<file path="src/core/icap_consts.svh">
// register offsets, field positions, reset values and prescale ratios of the capture block
`ifndef ICAP_CONSTS_SVH
`define ICAP_CONSTS_SVH
`define ICAP_ADR_LO_CTRL 8'h00
`define ICAP_ADR_HI_CTRL 8'h04
`define ICAP_ADR_CAP_CTRL 8'h08
`define ICAP_ADR_LO_CNT 8'h0C
`define ICAP_ADR_HI_CNT 8'h10
`define ICAP_ADR_LO_PER 8'h14
`define ICAP_ADR_HI_PER 8'h18
`define ICAP_ADR_CAP_BUF 8'h1C
`define ICAP_TMR_RUN 15
`define ICAP_TMR_IDLE_STOP 13
`define ICAP_TMR_GATE 6
`define ICAP_TMR_PS_HI 5
`define ICAP_TMR_PS_LO 4
`define ICAP_TMR_CHAIN 3
`define ICAP_TMR_CLK_SRC 1
`define ICAP_LO_CTRL_MASK 16'hA07A
`define ICAP_HI_CTRL_MASK 16'hA072
`define ICAP_CAP_IDLE_STOP 13
`define ICAP_CAP_TB_SEL 7
`define ICAP_CAP_CPI_HI 6
`define ICAP_CAP_CPI_LO 5
`define ICAP_CAP_OVF 4
`define ICAP_CAP_BNE 3
`define ICAP_CAP_WR_MASK 16'h20E7
`define ICAP_CTRL_RESET 16'h0000
`define ICAP_PER_RESET 16'hFFFF
`define ICAP_PS_DIV_8 16'h0007
`define ICAP_PS_DIV_64 16'h003F
`define ICAP_PS_DIV_256 16'h00FF
`endif

</file>
<file path="src/core/icap_pkg.sv">
// types shared by the capture block
`default_nettype none
package icap_pkg;
  typedef enum logic [2:0] {
    ICAP_OFF = 3'b000, ICAP_ANY = 3'b001, ICAP_FALL = 3'b010, ICAP_RISE = 3'b011,
    ICAP_RISE4 = 3'b100, ICAP_RISE16 = 3'b101, ICAP_UNUSED = 3'b110, ICAP_WAKE = 3'b111
  } icap_mode_t;
  typedef struct packed {
    logic run;
    logic idle_stop;
    logic gate;
    logic [1:0] prescale;
    logic chain;
    logic clk_src;
  } icap_tmr_cfg_t;
  typedef struct packed {
    logic [31:0] adr;
    logic [31:0] dat;
    logic [3:0] sel;
    logic we;
    logic cyc;
    logic stb;
  } icap_wb_req_t;
endpackage : icap_pkg
`default_nettype wire

</file>
<file path="src/core/icap_timer_capture.sv">
// timer pair with 16/32-bit chaining and a four-deep input capture channel, wishbone slave
// Notes on behaviour
// - chain bit set: pair counts as one 32-bit timer; clear: two 16-bit timers
// - while chained, every high control bit is ignored; low control governs
// - run bit starts and stops counting; governs whole pair when chained
// - timer idle-stop set halts timer in idle; clear keeps it running
// - gate accumulation applies only with internal clock; ignored with external clock
// - prescale 00,01,10,11 divide input clock by 1,8,64,256
// - clock source set counts external pin rising edges, else instruction clock
// - unimplemented control bits read as zero
// - a qualifying capture pin event records the selected timer's 16-bit count
// - time base select 1 captures first timer, 0 captures second timer
// - mode 001 every edge, 010 falling edges, 011 rising edges
// - mode 100 every 4th rising edge, 101 every 16th rising edge
// - mode 000 turns capture off; 110 is unused and disabled
// - mode 111 only gives rising-edge interrupt in sleep or idle
// - interrupt after every 1st, 2nd, 3rd or 4th capture per field
// - every-edge mode interrupts on each capture regardless of that field
// - captured values sit in a four-word first-in first-out buffer
// - overflow flag is read-only, set on overflow, cleared by hardware only
// - not-empty flag reads 1 while unread values remain
// - capture idle-stop set halts capture channel in idle
// - a capture pin edge can wake the device from sleep and idle
// - when chained, high count holds upper word, low count lower word
// - count equal to period resets to zero and resumes
//
// Decided for this implementation: the Wishbone register port and the address map.
`timescale 1ns/100ps
`default_nettype none
`include "icap_consts.svh"
module icap_timer_capture #(
  parameter int FIFO_DEPTH = 4,
  parameter int DATA_W = 16
) (
  // clock and reset
  input wire logic clk_sys_i,
  input wire logic arst_n_i,
  // wishbone slave
  input wire icap_pkg::icap_wb_req_t wb_req_i,
  output logic [31:0] wb_dat_o,
  output logic wb_ack_o,
  // pins
  input wire logic capture_pin_i,
  input wire logic timer_external_clock_pin_i,
  input wire logic high_timer_external_clock_pin_i,
  input wire logic low_gate_pin_i,
  input wire logic high_gate_pin_i,
  // device power state
  input wire logic cpu_idle_i,
  input wire logic cpu_sleep_i,
  // events
  output logic capture_irq_o,
  output logic wake_o,
  output logic high_period_match_o
);
  localparam int PTR_W = $clog2(FIFO_DEPTH);

  // pin synchronisers: second stage feeds logic, third stage keeps last value for edges
  logic [4:0] sync1;
  logic [4:0] sync2;
  logic [4:0] sync3;
  always_ff @(posedge clk_sys_i or negedge arst_n_i) begin
    if (!arst_n_i) begin
      sync1 <= 5'h00;
      sync2 <= 5'h00;
      sync3 <= 5'h00;
    end else begin
      sync1 <= {high_gate_pin_i, low_gate_pin_i, high_timer_external_clock_pin_i,
                timer_external_clock_pin_i, capture_pin_i};
      sync2 <= sync1;
      sync3 <= sync2;
    end
  end
  logic cap_rise;
  logic cap_fall;
  assign cap_rise = sync2[0] & ~sync3[0];
  assign cap_fall = ~sync2[0] & sync3[0];

  // registers
  logic [15:0] lo_ctrl;
  logic [15:0] hi_ctrl;
  logic [15:0] cap_ctrl;
  logic [15:0] lo_cnt;
  logic [15:0] hi_cnt;
  logic [15:0] lo_per;
  logic [15:0] hi_per;

  function automatic icap_pkg::icap_tmr_cfg_t cfg_of(input logic [15:0] c);
    icap_pkg::icap_tmr_cfg_t r;
    r.run = c[`ICAP_TMR_RUN];
    r.idle_stop = c[`ICAP_TMR_IDLE_STOP];
    r.gate = c[`ICAP_TMR_GATE];
    r.prescale = c[`ICAP_TMR_PS_HI:`ICAP_TMR_PS_LO];
    r.chain = c[`ICAP_TMR_CHAIN];
    r.clk_src = c[`ICAP_TMR_CLK_SRC];
    return r;
  endfunction : cfg_of

  function automatic logic [15:0] ps_limit(input logic [1:0] ps);
    case (ps)
      2'b01: ps_limit = `ICAP_PS_DIV_8;
      2'b10: ps_limit = `ICAP_PS_DIV_64;
      2'b11: ps_limit = `ICAP_PS_DIV_256;
      default: ps_limit = 16'h0000;
    endcase
  endfunction : ps_limit

  icap_pkg::icap_tmr_cfg_t cfg_lo;
  icap_pkg::icap_tmr_cfg_t cfg_hi;
  logic chained;
  assign cfg_lo = cfg_of(lo_ctrl);
  assign chained = cfg_lo.chain;
  assign cfg_hi = chained ? cfg_lo : cfg_of(hi_ctrl);

  // per-timer tick: source, gate, idle-stop and prescaler
  logic [1:0] src_evt;
  logic [1:0] tick;
  logic [15:0] ps_cnt [2];
  icap_pkg::icap_tmr_cfg_t cfg_v [2];
  assign cfg_v[0] = cfg_lo;
  assign cfg_v[1] = cfg_hi;
  genvar g;
  generate
    for (g = 0; g < 2; g++) begin : g_tmr
      logic ext_rise;
      logic gate_lvl;
      logic live;
      // chained pair takes the low timer's clock and gate
      assign ext_rise = (chained ? (sync2[1] & ~sync3[1])
                                 : (sync2[1 + g] & ~sync3[1 + g]));
      assign gate_lvl = chained ? sync2[3] : sync2[3 + g];
      assign live = cfg_v[g].run & ~(cfg_v[g].idle_stop & cpu_idle_i);
      always_comb begin
        if (!live) begin
          src_evt[g] = 1'b0;
        end else if (cfg_v[g].clk_src) begin
          src_evt[g] = ext_rise;
        end else begin
          src_evt[g] = ~cfg_v[g].gate | gate_lvl;
        end
      end
      assign tick[g] = src_evt[g] & (ps_cnt[g] >= ps_limit(cfg_v[g].prescale));
      always_ff @(posedge clk_sys_i or negedge arst_n_i) begin
        if (!arst_n_i) begin
          ps_cnt[g] <= 16'h0000;
        end else if (!live) begin
          ps_cnt[g] <= 16'h0000;
        end else if (tick[g]) begin
          ps_cnt[g] <= 16'h0000;
        end else if (src_evt[g]) begin
          ps_cnt[g] <= ps_cnt[g] + 16'h0001;
        end
      end
    end
  endgenerate

  // bus decode
  logic bus_hit;
  logic wr_en;
  logic rd_en;
  logic [7:0] adr;
  assign bus_hit = wb_req_i.cyc & wb_req_i.stb & ~wb_ack_o;
  assign wr_en = bus_hit & wb_req_i.we;
  assign rd_en = bus_hit & ~wb_req_i.we;
  assign adr = wb_req_i.adr[7:0];

  function automatic logic [15:0] merge(input logic [15:0] old, input logic [31:0] d,
                                        input logic [3:0] s);
    merge = {s[1] ? d[15:8] : old[15:8], s[0] ? d[7:0] : old[7:0]};
  endfunction : merge

  // counters
  logic lo_match;
  logic hi_match;
  logic wide_match;
  assign lo_match = lo_cnt == lo_per;
  assign hi_match = hi_cnt == hi_per;
  assign wide_match = lo_match & hi_match;
  always_ff @(posedge clk_sys_i or negedge arst_n_i) begin
    if (!arst_n_i) begin
      lo_cnt <= 16'h0000;
      hi_cnt <= 16'h0000;
    end else begin
      if (chained) begin
        if (tick[0]) begin
          if (wide_match) begin
            lo_cnt <= 16'h0000;
            hi_cnt <= 16'h0000;
          end else begin
            {hi_cnt, lo_cnt} <= {hi_cnt, lo_cnt} + 32'h0000_0001;
          end
        end
      end else begin
        if (tick[0]) begin
          lo_cnt <= lo_match ? 16'h0000 : lo_cnt + 16'h0001;
        end
        if (tick[1]) begin
          hi_cnt <= hi_match ? 16'h0000 : hi_cnt + 16'h0001;
        end
      end
      if (wr_en && adr == `ICAP_ADR_LO_CNT) begin
        lo_cnt <= merge(lo_cnt, wb_req_i.dat, wb_req_i.sel);
      end
      if (wr_en && adr == `ICAP_ADR_HI_CNT) begin
        hi_cnt <= merge(hi_cnt, wb_req_i.dat, wb_req_i.sel);
      end
    end
  end
  assign high_period_match_o = chained ? (tick[0] & wide_match) : (tick[1] & hi_match);

  // control and period registers
  always_ff @(posedge clk_sys_i or negedge arst_n_i) begin
    if (!arst_n_i) begin
      lo_ctrl <= `ICAP_CTRL_RESET;
      hi_ctrl <= `ICAP_CTRL_RESET;
      lo_per <= `ICAP_PER_RESET;
      hi_per <= `ICAP_PER_RESET;
    end else if (wr_en) begin
      case (adr)
        `ICAP_ADR_LO_CTRL: lo_ctrl <= merge(lo_ctrl, wb_req_i.dat, wb_req_i.sel)
                                      & `ICAP_LO_CTRL_MASK;
        `ICAP_ADR_HI_CTRL: hi_ctrl <= merge(hi_ctrl, wb_req_i.dat, wb_req_i.sel)
                                      & `ICAP_HI_CTRL_MASK;
        `ICAP_ADR_LO_PER: lo_per <= merge(lo_per, wb_req_i.dat, wb_req_i.sel);
        `ICAP_ADR_HI_PER: hi_per <= merge(hi_per, wb_req_i.dat, wb_req_i.sel);
        default: ;
      endcase
    end
  end

  // capture channel
  icap_pkg::icap_mode_t mode;
  logic cap_live;
  logic [3:0] edge_cnt;
  logic pin_evt;
  logic cap_evt;
  logic [15:0] cap_val;
  assign mode = icap_pkg::icap_mode_t'(cap_ctrl[2:0]);
  assign cap_live = ~(cap_ctrl[`ICAP_CAP_IDLE_STOP] & cpu_idle_i);
  assign cap_val = cap_ctrl[`ICAP_CAP_TB_SEL] ? lo_cnt : hi_cnt;

  always_comb begin
    case (mode)
      icap_pkg::ICAP_ANY: pin_evt = cap_rise | cap_fall;
      icap_pkg::ICAP_FALL: pin_evt = cap_fall;
      icap_pkg::ICAP_RISE: pin_evt = cap_rise;
      icap_pkg::ICAP_RISE4: pin_evt = cap_rise & (edge_cnt[1:0] == 2'b11);
      icap_pkg::ICAP_RISE16: pin_evt = cap_rise & (edge_cnt == 4'hF);
      default: pin_evt = 1'b0;
    endcase
  end
  assign cap_evt = pin_evt & cap_live;

  // prescaled edge counter restarts on every mode write
  always_ff @(posedge clk_sys_i or negedge arst_n_i) begin
    if (!arst_n_i) begin
      edge_cnt <= 4'h0;
    end else if (wr_en && adr == `ICAP_ADR_CAP_CTRL) begin
      edge_cnt <= 4'h0;
    end else if (cap_live && cap_rise) begin
      edge_cnt <= edge_cnt + 4'h1;
    end
  end

  // four-word buffer
  logic [DATA_W-1:0] fifo_mem [FIFO_DEPTH];
  logic [PTR_W-1:0] wr_ptr;
  logic [PTR_W-1:0] rd_ptr;
  logic [PTR_W:0] fill;
  logic ovf;
  logic fifo_full;
  logic fifo_pop;
  logic fifo_push;
  assign fifo_full = fill == (PTR_W+1)'(FIFO_DEPTH);
  assign fifo_pop = rd_en && adr == `ICAP_ADR_CAP_BUF && fill != '0;
  assign fifo_push = cap_evt & ~fifo_full;
  always_ff @(posedge clk_sys_i) begin
    if (fifo_push) begin
      fifo_mem[wr_ptr] <= cap_val[DATA_W-1:0];
    end
  end
  always_ff @(posedge clk_sys_i or negedge arst_n_i) begin
    if (!arst_n_i) begin
      wr_ptr <= '0;
      rd_ptr <= '0;
      fill <= '0;
    end else if (mode == icap_pkg::ICAP_OFF) begin
      wr_ptr <= '0; // turning the channel off flushes the buffer
      rd_ptr <= '0;
      fill <= '0;
    end else begin
      if (fifo_push) begin
        wr_ptr <= wr_ptr + 1'b1;
      end
      if (fifo_pop) begin
        rd_ptr <= rd_ptr + 1'b1;
      end
      fill <= fill + (PTR_W+1)'(fifo_push) - (PTR_W+1)'(fifo_pop);
    end
  end
  // overflow: set wins over the clear by emptying
  always_ff @(posedge clk_sys_i or negedge arst_n_i) begin
    if (!arst_n_i) begin
      ovf <= 1'b0;
    end else if (cap_evt && fifo_full) begin
      ovf <= 1'b1;
    end else if (fill == '0 || mode == icap_pkg::ICAP_OFF) begin
      ovf <= 1'b0;
    end
  end

  // interrupt after the selected number of captures
  logic [1:0] cap_seen;
  logic cpi_hit;
  assign cpi_hit = (mode == icap_pkg::ICAP_ANY)
                   || (cap_seen == cap_ctrl[`ICAP_CAP_CPI_HI:`ICAP_CAP_CPI_LO]);
  always_ff @(posedge clk_sys_i or negedge arst_n_i) begin
    if (!arst_n_i) begin
      cap_seen <= 2'b00;
    end else if (wr_en && adr == `ICAP_ADR_CAP_CTRL) begin
      cap_seen <= 2'b00;
    end else if (fifo_push) begin
      cap_seen <= cpi_hit ? 2'b00 : cap_seen + 2'b01;
    end
  end
  logic asleep;
  logic wake_evt;
  assign asleep = cpu_sleep_i | cpu_idle_i;
  assign wake_evt = (mode == icap_pkg::ICAP_WAKE) & asleep & cap_rise;
  always_ff @(posedge clk_sys_i or negedge arst_n_i) begin
    if (!arst_n_i) begin
      capture_irq_o <= 1'b0;
      wake_o <= 1'b0;
    end else begin
      capture_irq_o <= (fifo_push & cpi_hit) | wake_evt;
      wake_o <= asleep & ((fifo_push & cpi_hit) | wake_evt);
    end
  end

  // capture control: status bits are not writable
  always_ff @(posedge clk_sys_i or negedge arst_n_i) begin
    if (!arst_n_i) begin
      cap_ctrl <= `ICAP_CTRL_RESET;
    end else if (wr_en && adr == `ICAP_ADR_CAP_CTRL) begin
      cap_ctrl <= merge(cap_ctrl, wb_req_i.dat, wb_req_i.sel) & `ICAP_CAP_WR_MASK;
    end
  end

  // read data and ack; registered ack adds one wait state, ack pulses for one cycle
  logic [15:0] next_rd;
  always_comb begin
    next_rd = 16'h0000;
    case (adr)
      `ICAP_ADR_LO_CTRL: next_rd = lo_ctrl;
      `ICAP_ADR_HI_CTRL: next_rd = hi_ctrl;
      `ICAP_ADR_CAP_CTRL: next_rd = cap_ctrl | {11'h000, ovf, (fill != '0), 3'b000};
      `ICAP_ADR_LO_CNT: next_rd = lo_cnt;
      `ICAP_ADR_HI_CNT: next_rd = hi_cnt;
      `ICAP_ADR_LO_PER: next_rd = lo_per;
      `ICAP_ADR_HI_PER: next_rd = hi_per;
      `ICAP_ADR_CAP_BUF: next_rd = (fill != '0) ? fifo_mem[rd_ptr] : 16'h0000;
      default: next_rd = 16'h0000;
    endcase
  end
  always_ff @(posedge clk_sys_i or negedge arst_n_i) begin
    if (!arst_n_i) begin
      wb_ack_o <= 1'b0;
      wb_dat_o <= 32'h0000_0000;
    end else begin
      wb_ack_o <= bus_hit;
      if (rd_en) begin
        wb_dat_o <= {16'h0000, next_rd};
      end
    end
  end
endmodule : icap_timer_capture
`default_nettype wire

</file>
<file path="config.mk">
export PLATFORM = sky130hd
export DESIGN_NAME = icap_timer_capture
export DESIGN_NICKNAME = d
export VERILOG_FILES = /design/src/core/icap_pkg.sv /design/src/core/icap_timer_capture.sv
export VERILOG_INCLUDE_DIRS = /design/src /design/src/core
export SDC_FILE = /design/constraint.sdc
export NUM_CORES = 1
export LEC_CHECK = 0
export ABC_CLOCK_PERIOD_IN_PS = 3460
export BUFFER_PORTS_ARGS = -buffer_cell sky130_fd_sc_hd__buf_2
export CORE_UTILIZATION = 40
export CTS_BUF_LIST = sky130_fd_sc_hd__clkbuf_16
export CTS_CLUSTER_DIAMETER = 100
export CTS_CLUSTER_SIZE = 25
export DETAILED_ROUTE_END_ITERATION = 12
export PLACE_DENSITY_LB_ADDON = 0.08
export SYNTH_ARGS = -nofsm -noshare
export SYNTH_HDL_FRONTEND = slang
export SYNTH_SLANG_ARGS = --single-unit
</file>
<file path="constraint.sdc">
create_clock -name clk_sys_i -period 3.46 [get_ports clk_sys_i]
set_clock_uncertainty 0.05 [all_clocks]
set_input_delay 0 -clock clk_sys_i [delete_from_list [all_inputs] [get_ports clk_sys_i]]
set_output_delay 0 -clock clk_sys_i [all_outputs]
set_load 0.02 [all_outputs]
</file>
### Word-level counts from Yosys, hierarchy flattened

Memory sizes are Yosys's and may differ from the RTL's.
Cells that the tools add are included.

* register bits after elaboration: 162
* RAM bits: 64
* bits of input ports: 80
* output and inout port bits: 36
* logic and storage cells: 201
* memories: 1

Memories
* fifo_mem: words 4, width 16, rd ports 1, clocked after memory_dff 0, wr ports 1, RTL line icap_timer_capture.sv:266 `logic [DATA_W-1:0] fifo_mem [FIFO_DEPTH];`

* $add $sub $neg: 11
* magnitude comparators: 2
* equality and inequality tests: 32
* muxes and demuxes: 48
* bitwise gates (word level): 44
* reduce and logical (&&, ||, !) cells: 34

Operators with widths (count)
* two-way mux 16 bit: 20
* one-hot mux 16 bit (8 select lines): 1
* adder 16 x 1 -> 16 bit, second input constant: 4
* one-hot mux 8 bit (3 select lines): 2
* adder 32 x 1 -> 32 bit, second input constant: 1
* equality test 16 bit: 2
* equality test 8 x 5 -> 1 bit, second input constant: 4
* greater-or-equal comparator 16 bit: 2
* AND reduction 3 bit: 10
* AND 1 bit: 26
* equality test 8 x 4 -> 1 bit, second input constant: 2
* two-way mux 8 bit: 2
* two-way mux 2 bit: 7
* OR 14 x 5 -> 14 bit: 1
* equality test 3 bit, second input constant: 4
* inverter 1 bit: 12
* nonzero test 2 bit: 6
* two-way mux 1 bit: 11
* equality test 2 bit, second input constant: 5
* equality test 8 x 3 -> 1 bit, second input constant: 1
* zero test 8 bit: 1
* two-way mux 4 bit: 2
* inequality test 2 bit, second input constant: 4
* AND reduction 2 bit: 4
* other kinds (19): 37

### Longest topological paths before layout

Gate-level depths: netlist of run 1.

* depth after elaboration: 9
* mapped depth: 15
* gate-level depth less buffers: 14

### Least setup slack after synthesis of run 1

Ideal clock, no wire load.

* path type: reg-to-reg
* start: reg lo_ctrl[3]
* end: reg ps_cnt[5] in the netlist's numbering
* arrival: 3.229 ns
* required time: 3.334 ns
* setup slack: 0.105 ns
* cell stages (with the launch flop): 14
* path buffers: 3
* cell sequence: dfrtp_1 > clkbuf_1 > clkbuf_1 > mux2_2 > or2_2 > inv_1 > ha_1 > a211o_1 > a31oi_1 > o311a_1 > or4b_4 > buf_6 > nand2b_4 > o21ai_1

* word-level cells in the longest chain between the ends: 8

Ends and longest elaborated chain
* start: declaration: RTL line icap_timer_capture.sv:80 `logic [15:0] lo_ctrl;`
* start signal: assignment: RTL line icap_timer_capture.sv:214 `` lo_ctrl <= `ICAP_CTRL_RESET; ``
* start signal: assignment: RTL line icap_timer_capture.sv:220 `` `ICAP_ADR_LO_CTRL: lo_ctrl <= merge(lo_ctrl, wb_req_i.dat, wb_req_i.sel) ``
* parallel branches: the longest is 8 deep, another holds greater-or-equal comparator 16 bit
* end signal: indexed assignment: RTL line icap_timer_capture.sv:151 `ps_cnt[g] <= ps_cnt[g] + 16'h0001;`
* end: declaration: RTL line icap_timer_capture.sv:118 `logic [15:0] ps_cnt [2];`

Several ways; the timed one is not identified.
A chain may end at the register's enable or synchronous reset.

### Worst setup path after layout of run 1

* start: reg lo_ctrl[3]
* end: out high_period_match_o

* word-level cells in the longest chain between the ends: 8

Ends and longest elaborated chain
* parallel branches: the longest is 7 deep, another holds greater-or-equal comparator 16 bit
* two-way mux 1 bit *: RTL line icap_timer_capture.sv:209 `assign high_period_match_o = chained ? (tick[0] & wide_match) : (tick[1] & hi_match);`
* end: declaration: RTL line icap_timer_capture.sv:54 `output logic high_period_match_o`

Every way passes the cells marked *.

==> results.toml, run 1 <==
[hold_path]
hold_class = "in2async"

[synthesis]
syn_area_um2 = 11700
ys_ff_latch = 226
ys.flop_type = "dfrtp_1"
seq_area_frac_synth_pct = 51.5
synthArstFlopShare_pct = 71.7
yosysWarnings = 0
synthCells = 1041
synth_area_per_cell_um2 = 11.2
ys_types = 80
synth_edf_count = 64

[layout]
final_common_cell = "dfrtp_1"
multi_input_area_um2 = 5270
syn_to_final_growth_pct = 14.0
antenna-diode-count = 0
regArea_um2 = 6020
fin_cells = 1523
utilization_pct = 46.4
layout-drive-gt1-share_pct = 23.8
fillers = 2744
nNetsFinal = 1241
final_cell_mix = "130 x dfrtp_1, 86 x nor2_1, 68 x mux2_2"

[global_route]
grt_pass1_wl_um = 53300
antenna_found_initial = 0
grt_pass1_vias = 8593
grt_max_degree = 70
grt_overflow = 0
grt_usage_pct = 23.2

[floorplan]
initial_core_util_pct = 40.7
io_pins = 116
fp-row-count = 62
fp.dieH_um = 173
die-area_um2 = 29900
fp.coreArea_um2 = 28700
dieWidth_um = 173

[place]
place_inst = 1471
portBuffers = 57
gp_congestion = 0.916
hpwl_um = 24700
place_ws_ns = -0.214

[sta]
maxSlewHeadroom_pct = 34.9
finalCritPeriodShare_pct = 96.1
tightest_slew_ns = 0.969
finalSetupViolCount = 0
hold_ws_ns = 0.0255
setup_slack_ns = 0.135
hold_viol = 0
maxSlewViolCount = 0
period_needed_ns = 3.33
rsz0062_at_grt = "no"
fmax_ghz = 0.301

[job]
maxCapViolCount = 0

[worst_setup_path]
cp_max_fo = 4
worstSetupStartpointType = "register"
critPathLaunch = "lo_ctrl[3]$_DFFE_PN0P_"
rr_startpoint = "lo_ctrl[3]$_DFFE_PN0P_"
worstPathRequired_ns = 3.41
cp_data_arrival_time_ns = 3.28
reg2reg_depth = 13
critical_path_class = "reg2out"
end_kind = "output port"

[pwr]
vdd_drop_max_v = 0.000330
p_per_area_nw_per_um2 = 386
p_leak_uw = 0.00543

[detailed_routing]
first_pass_iters = 8
post_drt_wl_per_cell_um = 22.5
drt_iter0_markers = 810
via_count = 8738
drc = 0
drt-total-wl_um = 34300
ant_nets = 0
avgViaCountPerCell = 5.74

[clocking]
clockBufferDepth = 3
numCtsBuffers = 14
clock-sinks = 226
cts_tree = "yes"
root_buffer = "clkbuf_16"
insertion_delay_ns = 0.50
cts-htree-levels = 1
clkTransAtPathRegs_ns = 0.10

[run_status]
status = "complete, no violations"
worst max-delay path, cell delays in order, from the launching register on:
cell and delay (ns):
dfrtp_1 0.39, mux2_2 0.36, or2_2 0.31, buf_4 0.13, ha_1 0.25, nand2b_1 0.09
a31oi_1 0.08, o311a_1 0.39, a21oi_4 0.21, buf_4 0.17, a21oi_2 0.05, nor2b_2 0.18
buf_4 0.17
layer usage:
metal | vias to the layer above | track usage [%] | part of all wire (%)
met5 | - | 0 | 0
met2 | 266 | 35.4 | 45
met1 | 4416 | 35.2 | 48
met3 | 40 | 2.99 | 5.9
met4 | 0 | 5.13 | 1.7
li1 | 4016 | - | -
layout make-up:
| cell class | instances | share of cell area, % |
|---|---|---|
| clock buffers | 15 | 2.82 |
| clock inverters | 9 | 0.554 |
| inverters | 33 | 0.929 |
| multi-input cells | 717 | 39.5 |
| flip-flops and latches | 226 | 45.1 |
| well taps | 384 | 3.60 |
| repair buffers | 139 | 7.44 |
final timing paths:
path	to	slack, ns
max in group asynchronous	lo_per[7]$_DFFE_PN1P_	2.47
min	ps_cnt[25]$_DFFE_PN0P_	0.03
min reg2reg	sync2[0]$_DFF_PN0_	0.30
min in group clk_sys_i	rd_ptr[0]$_DFFE_PN0P_	0.03
max	high_period_match_o	0.13
max reg2reg	hi_cnt[7]$_DFFE_PN0P_	0.25
registers in the layout, summed over array words and instances (netlist names), 2 cells and up:
register and count:
edge_cnt 4, hi_ctrl 6, hi_per 16, lo_ctrl 7
sync2 5, cap_ctrl 7, ps_cnt 32, hi_cnt 16
lo_cnt 16, sync1 5, sync3 3, rd_ptr 2
fill 3, cap_seen 2, wb_dat_o 16, lo_per 16
fifo_mem 64, wr_ptr 2
metrics by stage:
step	cell area [µm²]	TNS [ns]	total power, µW
CTS	13300	0	5220
global route	13300	0	5360
floorplan	11700	0	3160
finish	13300	0	5150
detailed placement	12600	-1.34	3360
global placement	12600	-1.14	3350
cell usage after synthesis (27+ instances only):
cell        n  share of area [%]
mux2_2     68                6.6
o21ai_0    62                2.7
nand3_1    28                1.2
ha_1       29                3.1
xnor2_1    39                2.9
nand2_1    58                1.9
dfstp_2    32                7.2
dfrtp_1   130                 28
clkbuf_1   48                1.5
a21oi_1    27                1.2
nor2_1     86                2.8
edfxtp_1   64                 16
inv_1      33                1.1
power breakdown:
group / internal, µW / leakage [µW] / total (µW) / switching (µW)
Clock: 824 / 0.000234 / 1820 / 995
Combinational: 164 / 0.00253 / 435 / 271
Sequential: 2820 / 0.00267 / 2890 / 68.3
Total: 3810 / 0.00543 / 5150 / 1330
repair_timing:
| item | in CTS | in global routing |
|---|---|---|
| endpoints found under the setup margin | 9 | 8 |
| hold buffers | 28 | 0 |
| setup buffers | 0 | 0 |
| gates cloned | 0 | 0 |
| resized for setup | 3 | 5 |
| pin swaps | 0 | 2 |
| hold endpoints to repair | 158 | 0 |
kinds of logic (layout without fill, tap and decap cells):
logic type / Yosys count / in the layout / synth area share [%]
AOI/OAI and AO/OA: 230 / 230 / 13.9
xor gates and xnor gates: 43 / 43 / 3.22
adders and majority gates: 30 / 30 / 3.28
buffers and inverters: 113 / 196 / 4.36
DFF: 226 / 226 / 51.5
muxes: 92 / 92 / 10.3
other: 1 / 16 / 0.0321
and+or+nand+nor: 306 / 306 / 13.5
Power figures use the tool's default switching activity.
==> run 2: changes to the inputs <==
Settings changed: ABC_CLOCK_PERIOD_IN_PS 3460 to 3500, CTS_BUF_LIST sky130_fd_sc_hd__clkbuf_16 to sky130_fd_sc_hd__clkbuf_2.
Clock period 3.46 ns to 3.5 ns, I/O delays scaled along.
==> run 2 against run 1 <==
The flow now finishes with violations (setup timing); count of clock-buffer cells in the layout is 4 higher; power is 13% lower; critical path depth is 1 lower; register-to-register slack worse by 0.10 ns; flip-flop and latch count stayed put; via count is 3.0% higher; final area is 2.2% higher; die area stayed put; combinational power is 6.7% higher; setup slack worse by 0.14 ns; non-clock buffer count is 54 higher.
==> results.toml, run 2 (same netlist as run 1, synthesis figures left out) <==
[detailed_routing]
avgViaCountPerCell = 5.70
drc = 0
drt-total-wl_um = 35300
ant_nets = 0
via_count = 8996
post_drt_wl_per_cell_um = 22.4
drt_iter0_markers = 911
first_pass_iters = 6

[layout]
syn_to_final_growth_pct = 16.6
regArea_um2 = 6020
utilization_pct = 47.5
largest_reg_flops = 64
top_regs = "fifo_mem: 64 flops, ps_cnt: 32 flops"
fillers = 2719
nNetsFinal = 1295
multi_input_area_um2 = 5290
final_common_cell = "dfrtp_1"
layout-drive-gt1-share_pct = 23.6
top_register = "fifo_mem"
final_cell_mix = "128 x dfrtp_1, 86 x nor2_1, 79 x dlygate4sd3_1"

[sta]
fmax_ghz = 0.285
hold_viol = 0
maxSlewViolCount = 0
rsz0062_at_grt = "yes"
setup_slack_ns = -0.00470
finalSetupViolCount = 1
finalCritPeriodShare_pct = 100
tns_ns = -0.00470
period_needed_ns = 3.50
maxSlewHeadroom_pct = 36.2
tightest_slew_ns = 0.949

[hold_path]
hold_class = "in2reg"
hold_path_depth = 6

[pwr]
p_leak_uw = 0.00555
p_per_area_nw_per_um2 = 330
total_power_uw = 4500
vdd_drop_max_v = 0.000210

[worst_setup_path]
end_kind = "output port"
cp_data_arrival_time_ns = 3.45
worstSetupStartpointType = "register"
cp_max_fo = 6
critical_path_class = "reg2out"
reg2reg_depth = 8
worstPathRequired_ns = 3.45

[global_route]
grt_overflow = 0
grt_pass1_vias = 8857
grt_max_degree = 66
grt_usage_pct = 23.8
grt_pass1_wl_um = 54600
antenna_found_initial = 1

[floorplan]
io_pins = 116
fp-row-count = 62
initial_core_util_pct = 40.7
fp.coreArea_um2 = 28700
dieWidth_um = 173
die-area_um2 = 29900
fp.dieH_um = 173

[clocking]
clkTransAtPathRegs_ns = 0.45
cts_tree = "yes"
clock-sinks = 226
insertion_delay_ns = 0.91
clockBufferDepth = 3
root_buffer = "clkbuf_2"
cts-htree-levels = 1
numCtsBuffers = 14

[run_status]
status = "complete, but fails checks"
violations = "setup timing"

[place]
portBuffers = 57
place_ws_ns = 0.322
hpwl_um = 24500
gp_congestion = 0.924

[job]
maxCapViolCount = 0
==> run 2: per-layer routing <==
layer / part of all wire (%) / GRT usage [%] / wire, µm / vias to the layer above
li1: - / - / - / 4120
met1: 48 / 36.5 / 16900 / 4547
met2: 44 / 36.1 / 15600 / 289
met3: 5.7 / 2.55 / 2020 / 40
met4: 2.1 / 5.72 / 734 / 0
met5: 0 / 0 / 0 / -
==> run 2: area by class of cell <==
| cell class | count | share of cell area (%) |
|---|---|---|
| multi-input cells | 717 | 38.9 |
| inverters | 33 | 0.909 |
| clock buffers | 19 | 0.698 |
| flip-flops and latches | 226 | 44.2 |
| clock inverters | 5 | 0.542 |
| repair buffers | 193 | 11.3 |
| well taps | 384 | 3.53 |
| diodes | 1 | 0.0184 |
==> run 2: worst max-delay path: stages (launching register included) <==
cell      delay (ns)
dfrtp_2         0.54
or2_2           0.32
inv_1           0.09
ha_1            0.24
a211oi_1        0.21
o21ai_0         0.14
a221oi_2        0.30
buf_4           0.20
nor2_1          0.12
a21oi_2         0.18
nor2b_2         0.08
buf_6           0.13
==> run 2: final timing paths <==
kind	start	to	slack, ns
worst min register to register	sync1[0]$_DFF_PN0_	sync2[0]$_DFF_PN0_	0.35
worst min-delay path	wb_req_i[1]	hi_cnt[13]$_DFFE_PN0P_	0.07
min in group asynchronous	arst_n_i	lo_cnt[3]$_DFFE_PN0P_	0.10
worst max register to register	hi_cnt[11]$_DFFE_PN0P_	lo_cnt[7]$_DFFE_PN0P_	0.15
max in group asynchronous	arst_n_i	wb_dat_o[7]$_DFFE_PN0P_	2.81
worst max-delay path	lo_ctrl[4]$_DFFE_PN0P_	high_period_match_o	-0.005
==> run 2: repair_timing <==
action,4_1_cts,5_1_grt
gates cloned,0,0
resized for setup,14,1
setup buffers,5,0
endpoints found under the setup margin,1,1
pin swaps,7,2
hold endpoints to repair,315,1
hold buffers,79,1
==> run 2: stage by stage <==
stage	instance area, µm²	instances	hold WS, ns
after floorplan	11700	1056	-0.346
after global placement	12500	1468	0.00557
after detailed placement	12500	1468	0.0109
after CTS	13600	1576	0.000607
after global routing	13600	1578	0.0125
final	13600	1578	0.0695
==> run 2: where the power goes <==
part           leakage (µW)  internal (µW)  total [µW]  switching [µW]
combinational       0.00278            191         464             273
sequential          0.00266           2800        2880            76.8
clock              0.000108            246        1150             904
==> run 3: changes to the inputs <==
Settings changed: PLACE_DENSITY set to 0.61, PLACE_DENSITY_LB_ADDON 0.08 to unset, TNS_END_PERCENT set to 30.
==> run 3 against run 2 <==
The flow now finishes without violations; register-to-register slack better by 0.06 ns; first-iteration DRC count up 5.3%; core utilization hardly changed; via count hardly changed; critical path type unchanged; largest cell class unchanged.
==> results.toml, run 3 (same netlist as run 1, synthesis figures left out) <==
[run_status]
status = "complete, no violations"

[detailed_routing]
drt_iter0_markers = 959
wl_met1_um = 15400
ant_nets = 0
met2_length_um = 15200
drc = 0
avgViaCountPerCell = 5.72
met3_length_um = 2280
via_count = 9002
drt-total-wl_um = 33600
top_layer = "met4"
post_drt_wl_per_cell_um = 21.3
first_pass_iters = 7

[layout]
final_common_cell = "dfrtp_1"
top_regs = "fifo_mem: 64 flops, ps_cnt: 32 flops"
final_cell_mix = "130 x dfrtp_1, 85 x nor2_1, 79 x dlygate4sd3_1"
layout-drive-gt1-share_pct = 23.4
top_register = "fifo_mem"
syn_to_final_growth_pct = 16.5
fin_cells = 1575
largest_reg_flops = 64
nNetsFinal = 1293

[place]
portBuffers = 57
hpwl_um = 23500
gp_congestion = 0.974
place_inst = 1467

[worst_setup_path]
worstSetupStartpointType = "register"
worstPathRequired_ns = 3.45
critPathSlowestCell = "dfrtp_1"
cp_data_arrival_time_ns = 3.43
critical_path_class = "reg2out"
critPathMaxStageDelay_ns = 0.49
cp_cell_sequence = "buf_6 > mux2_4 > or2_4 > ha_4 > nand2b_4 > a31oi_4 > o311a_4 > a21oi_4 > a21oi_2 > nor2b_2 > buf_6"
end_kind = "output port"
cp_max_fo = 3
cpMostUsedCell = "buf_6"

[sta]
tns_ns = 0
maxSlewHeadroom_pct = 36.2
period_needed_ns = 3.48
hold_ws_ns = 0.0262
tightest_slew_ns = 0.949
finalSetupViolCount = 0
hold_viol = 0
rsz0062_at_grt = "yes"
maxSlewViolCount = 0
finalCritPeriodShare_pct = 99.3
fmax_ghz = 0.288

[clocking]
numCtsBuffers = 13
cts_tree = "yes"
clock-sinks = 226
clkTransAtPathRegs_ns = 0.43
cts-htree-levels = 1
insertion_delay_ns = 0.92
clockBufferDepth = 3
root_buffer = "clkbuf_2"

[pwr]
p_int_uw = 3150
p_leak_uw = 0.00555
pwr-share-seq_pct = 66.4
p_comb_share_pct = 10.7
p_per_area_nw_per_um2 = 319
switching_power_uw = 1200
vdd_drop_max_v = 0.000183
p_clk_share_pct = 22.9
switching_share_pct = 27.5

[floorplan]
fp.dieH_um = 173
io_pins = 116
dieWidth_um = 173
initial_core_util_pct = 40.7
fp-row-count = 62
fp.coreArea_um2 = 28700
die-area_um2 = 29900

[global_route]
grt_overflow = 0
grt_max_degree = 79
grt_pass1_wl_um = 52500
antenna_found_initial = 1
grt_pass1_vias = 8895
grt_usage_pct = 22.6

[job]
maxCapViolCount = 0

[hold_path]
hold_class = "in2reg"
[run 3: power by group through the flow]
stage | combinational (µW) | clock, µW | sequential (µW)
5_1_grt | 505 | 1120 | 2900
4_1_cts | 463 | 1030 | 2880
3_5_place_dp | 393 | 0 | 2920
6_report | 465 | 995 | 2880
3_3_place_gp | 385 | 0 | 2920
2_1_floorplan | 190 | 0 | 2940
[run 3: routing by layer]
| layer | vias to the layer above | global-route usage [%] |
|---|---|---|
| met2 | 334 | 35.5 |
| met3 | 46 | 3.47 |
| li1 | 4116 | - |
| met1 | 4506 | 32.8 |
| met5 | - | 0 |
| met4 | 0 | 5.46 |
[run 3: metrics by stage]
step / total power (µW) / area, µm² / util, % / setup WS, ns
final: 4340 / 13600 / 47.4 / 0.0243
after global routing: 4520 / 13600 / 47.4 / -0.103
after CTS: 4380 / 13500 / 47.1 / -0.0105
after detailed placement: 3310 / 12500 / 43.7 / 0.305
after global placement: 3300 / 12500 / 43.7 / 0.327
after floorplan: 3130 / 11700 / - / 0.145
[run 3: area by class of cell]
| type | count | area [µm²] |
|---|---|---|
| Fill cell | 2642 | 15100 |
| Sequential cell | 226 | 6020 |
| Multi-Input combinational cell | 717 | 5320 |
| Timing Repair Buffer | 192 | 1550 |
| Tap cell | 384 | 480 |
| Inverter | 33 | 126 |
| Clock buffer | 17 | 85.1 |
| Clock inverter | 5 | 37.5 |
| Antenna cell | 1 | 2.50 |
[run 3: repair_timing]
item | in CTS | in global routing
setup endpoints to repair | 1 | 1
setup buffers | 3 | 2
hold buffers | 80 | 0
endpoints found under the hold margin | 315 | 0
pin swaps | 6 | 5
gates resized for setup | 10 | 9
gates cloned | 0 | 0
[run 3: worst paths after layout]
check,startpoint,to,slack (ns),depth (start not counted)
worst min register to register,sync1[0]$_DFF_PN0_,sync2[0]$_DFF_PN0_,0.28,0
worst min-delay path,wb_req_i[18],lo_cnt[11]$_DFFE_PN0P_,0.03,5
max in group asynchronous,arst_n_i,hi_per[12]$_DFFE_PN1P_,2.85,4
worst max-delay path,lo_ctrl[5]$_DFFE_PN0P_,high_period_match_o,0.02,11
worst max register to register,lo_ctrl[5]$_DFFE_PN0P_,lo_cnt[10]$_DFFE_PN0P_,0.21,14
min in group asynchronous,arst_n_i,lo_cnt[2]$_DFFE_PN0P_,0.11,4
[run 3: critical path: cells and delay by family, from the launching register on]
family          cells  cell delay, ns
fa+ha+maj           1            0.26
buf+inv             2            0.27
simple gates        3            0.59
mux                 1            0.26
flops               1            0.49
compound gates      4            0.69
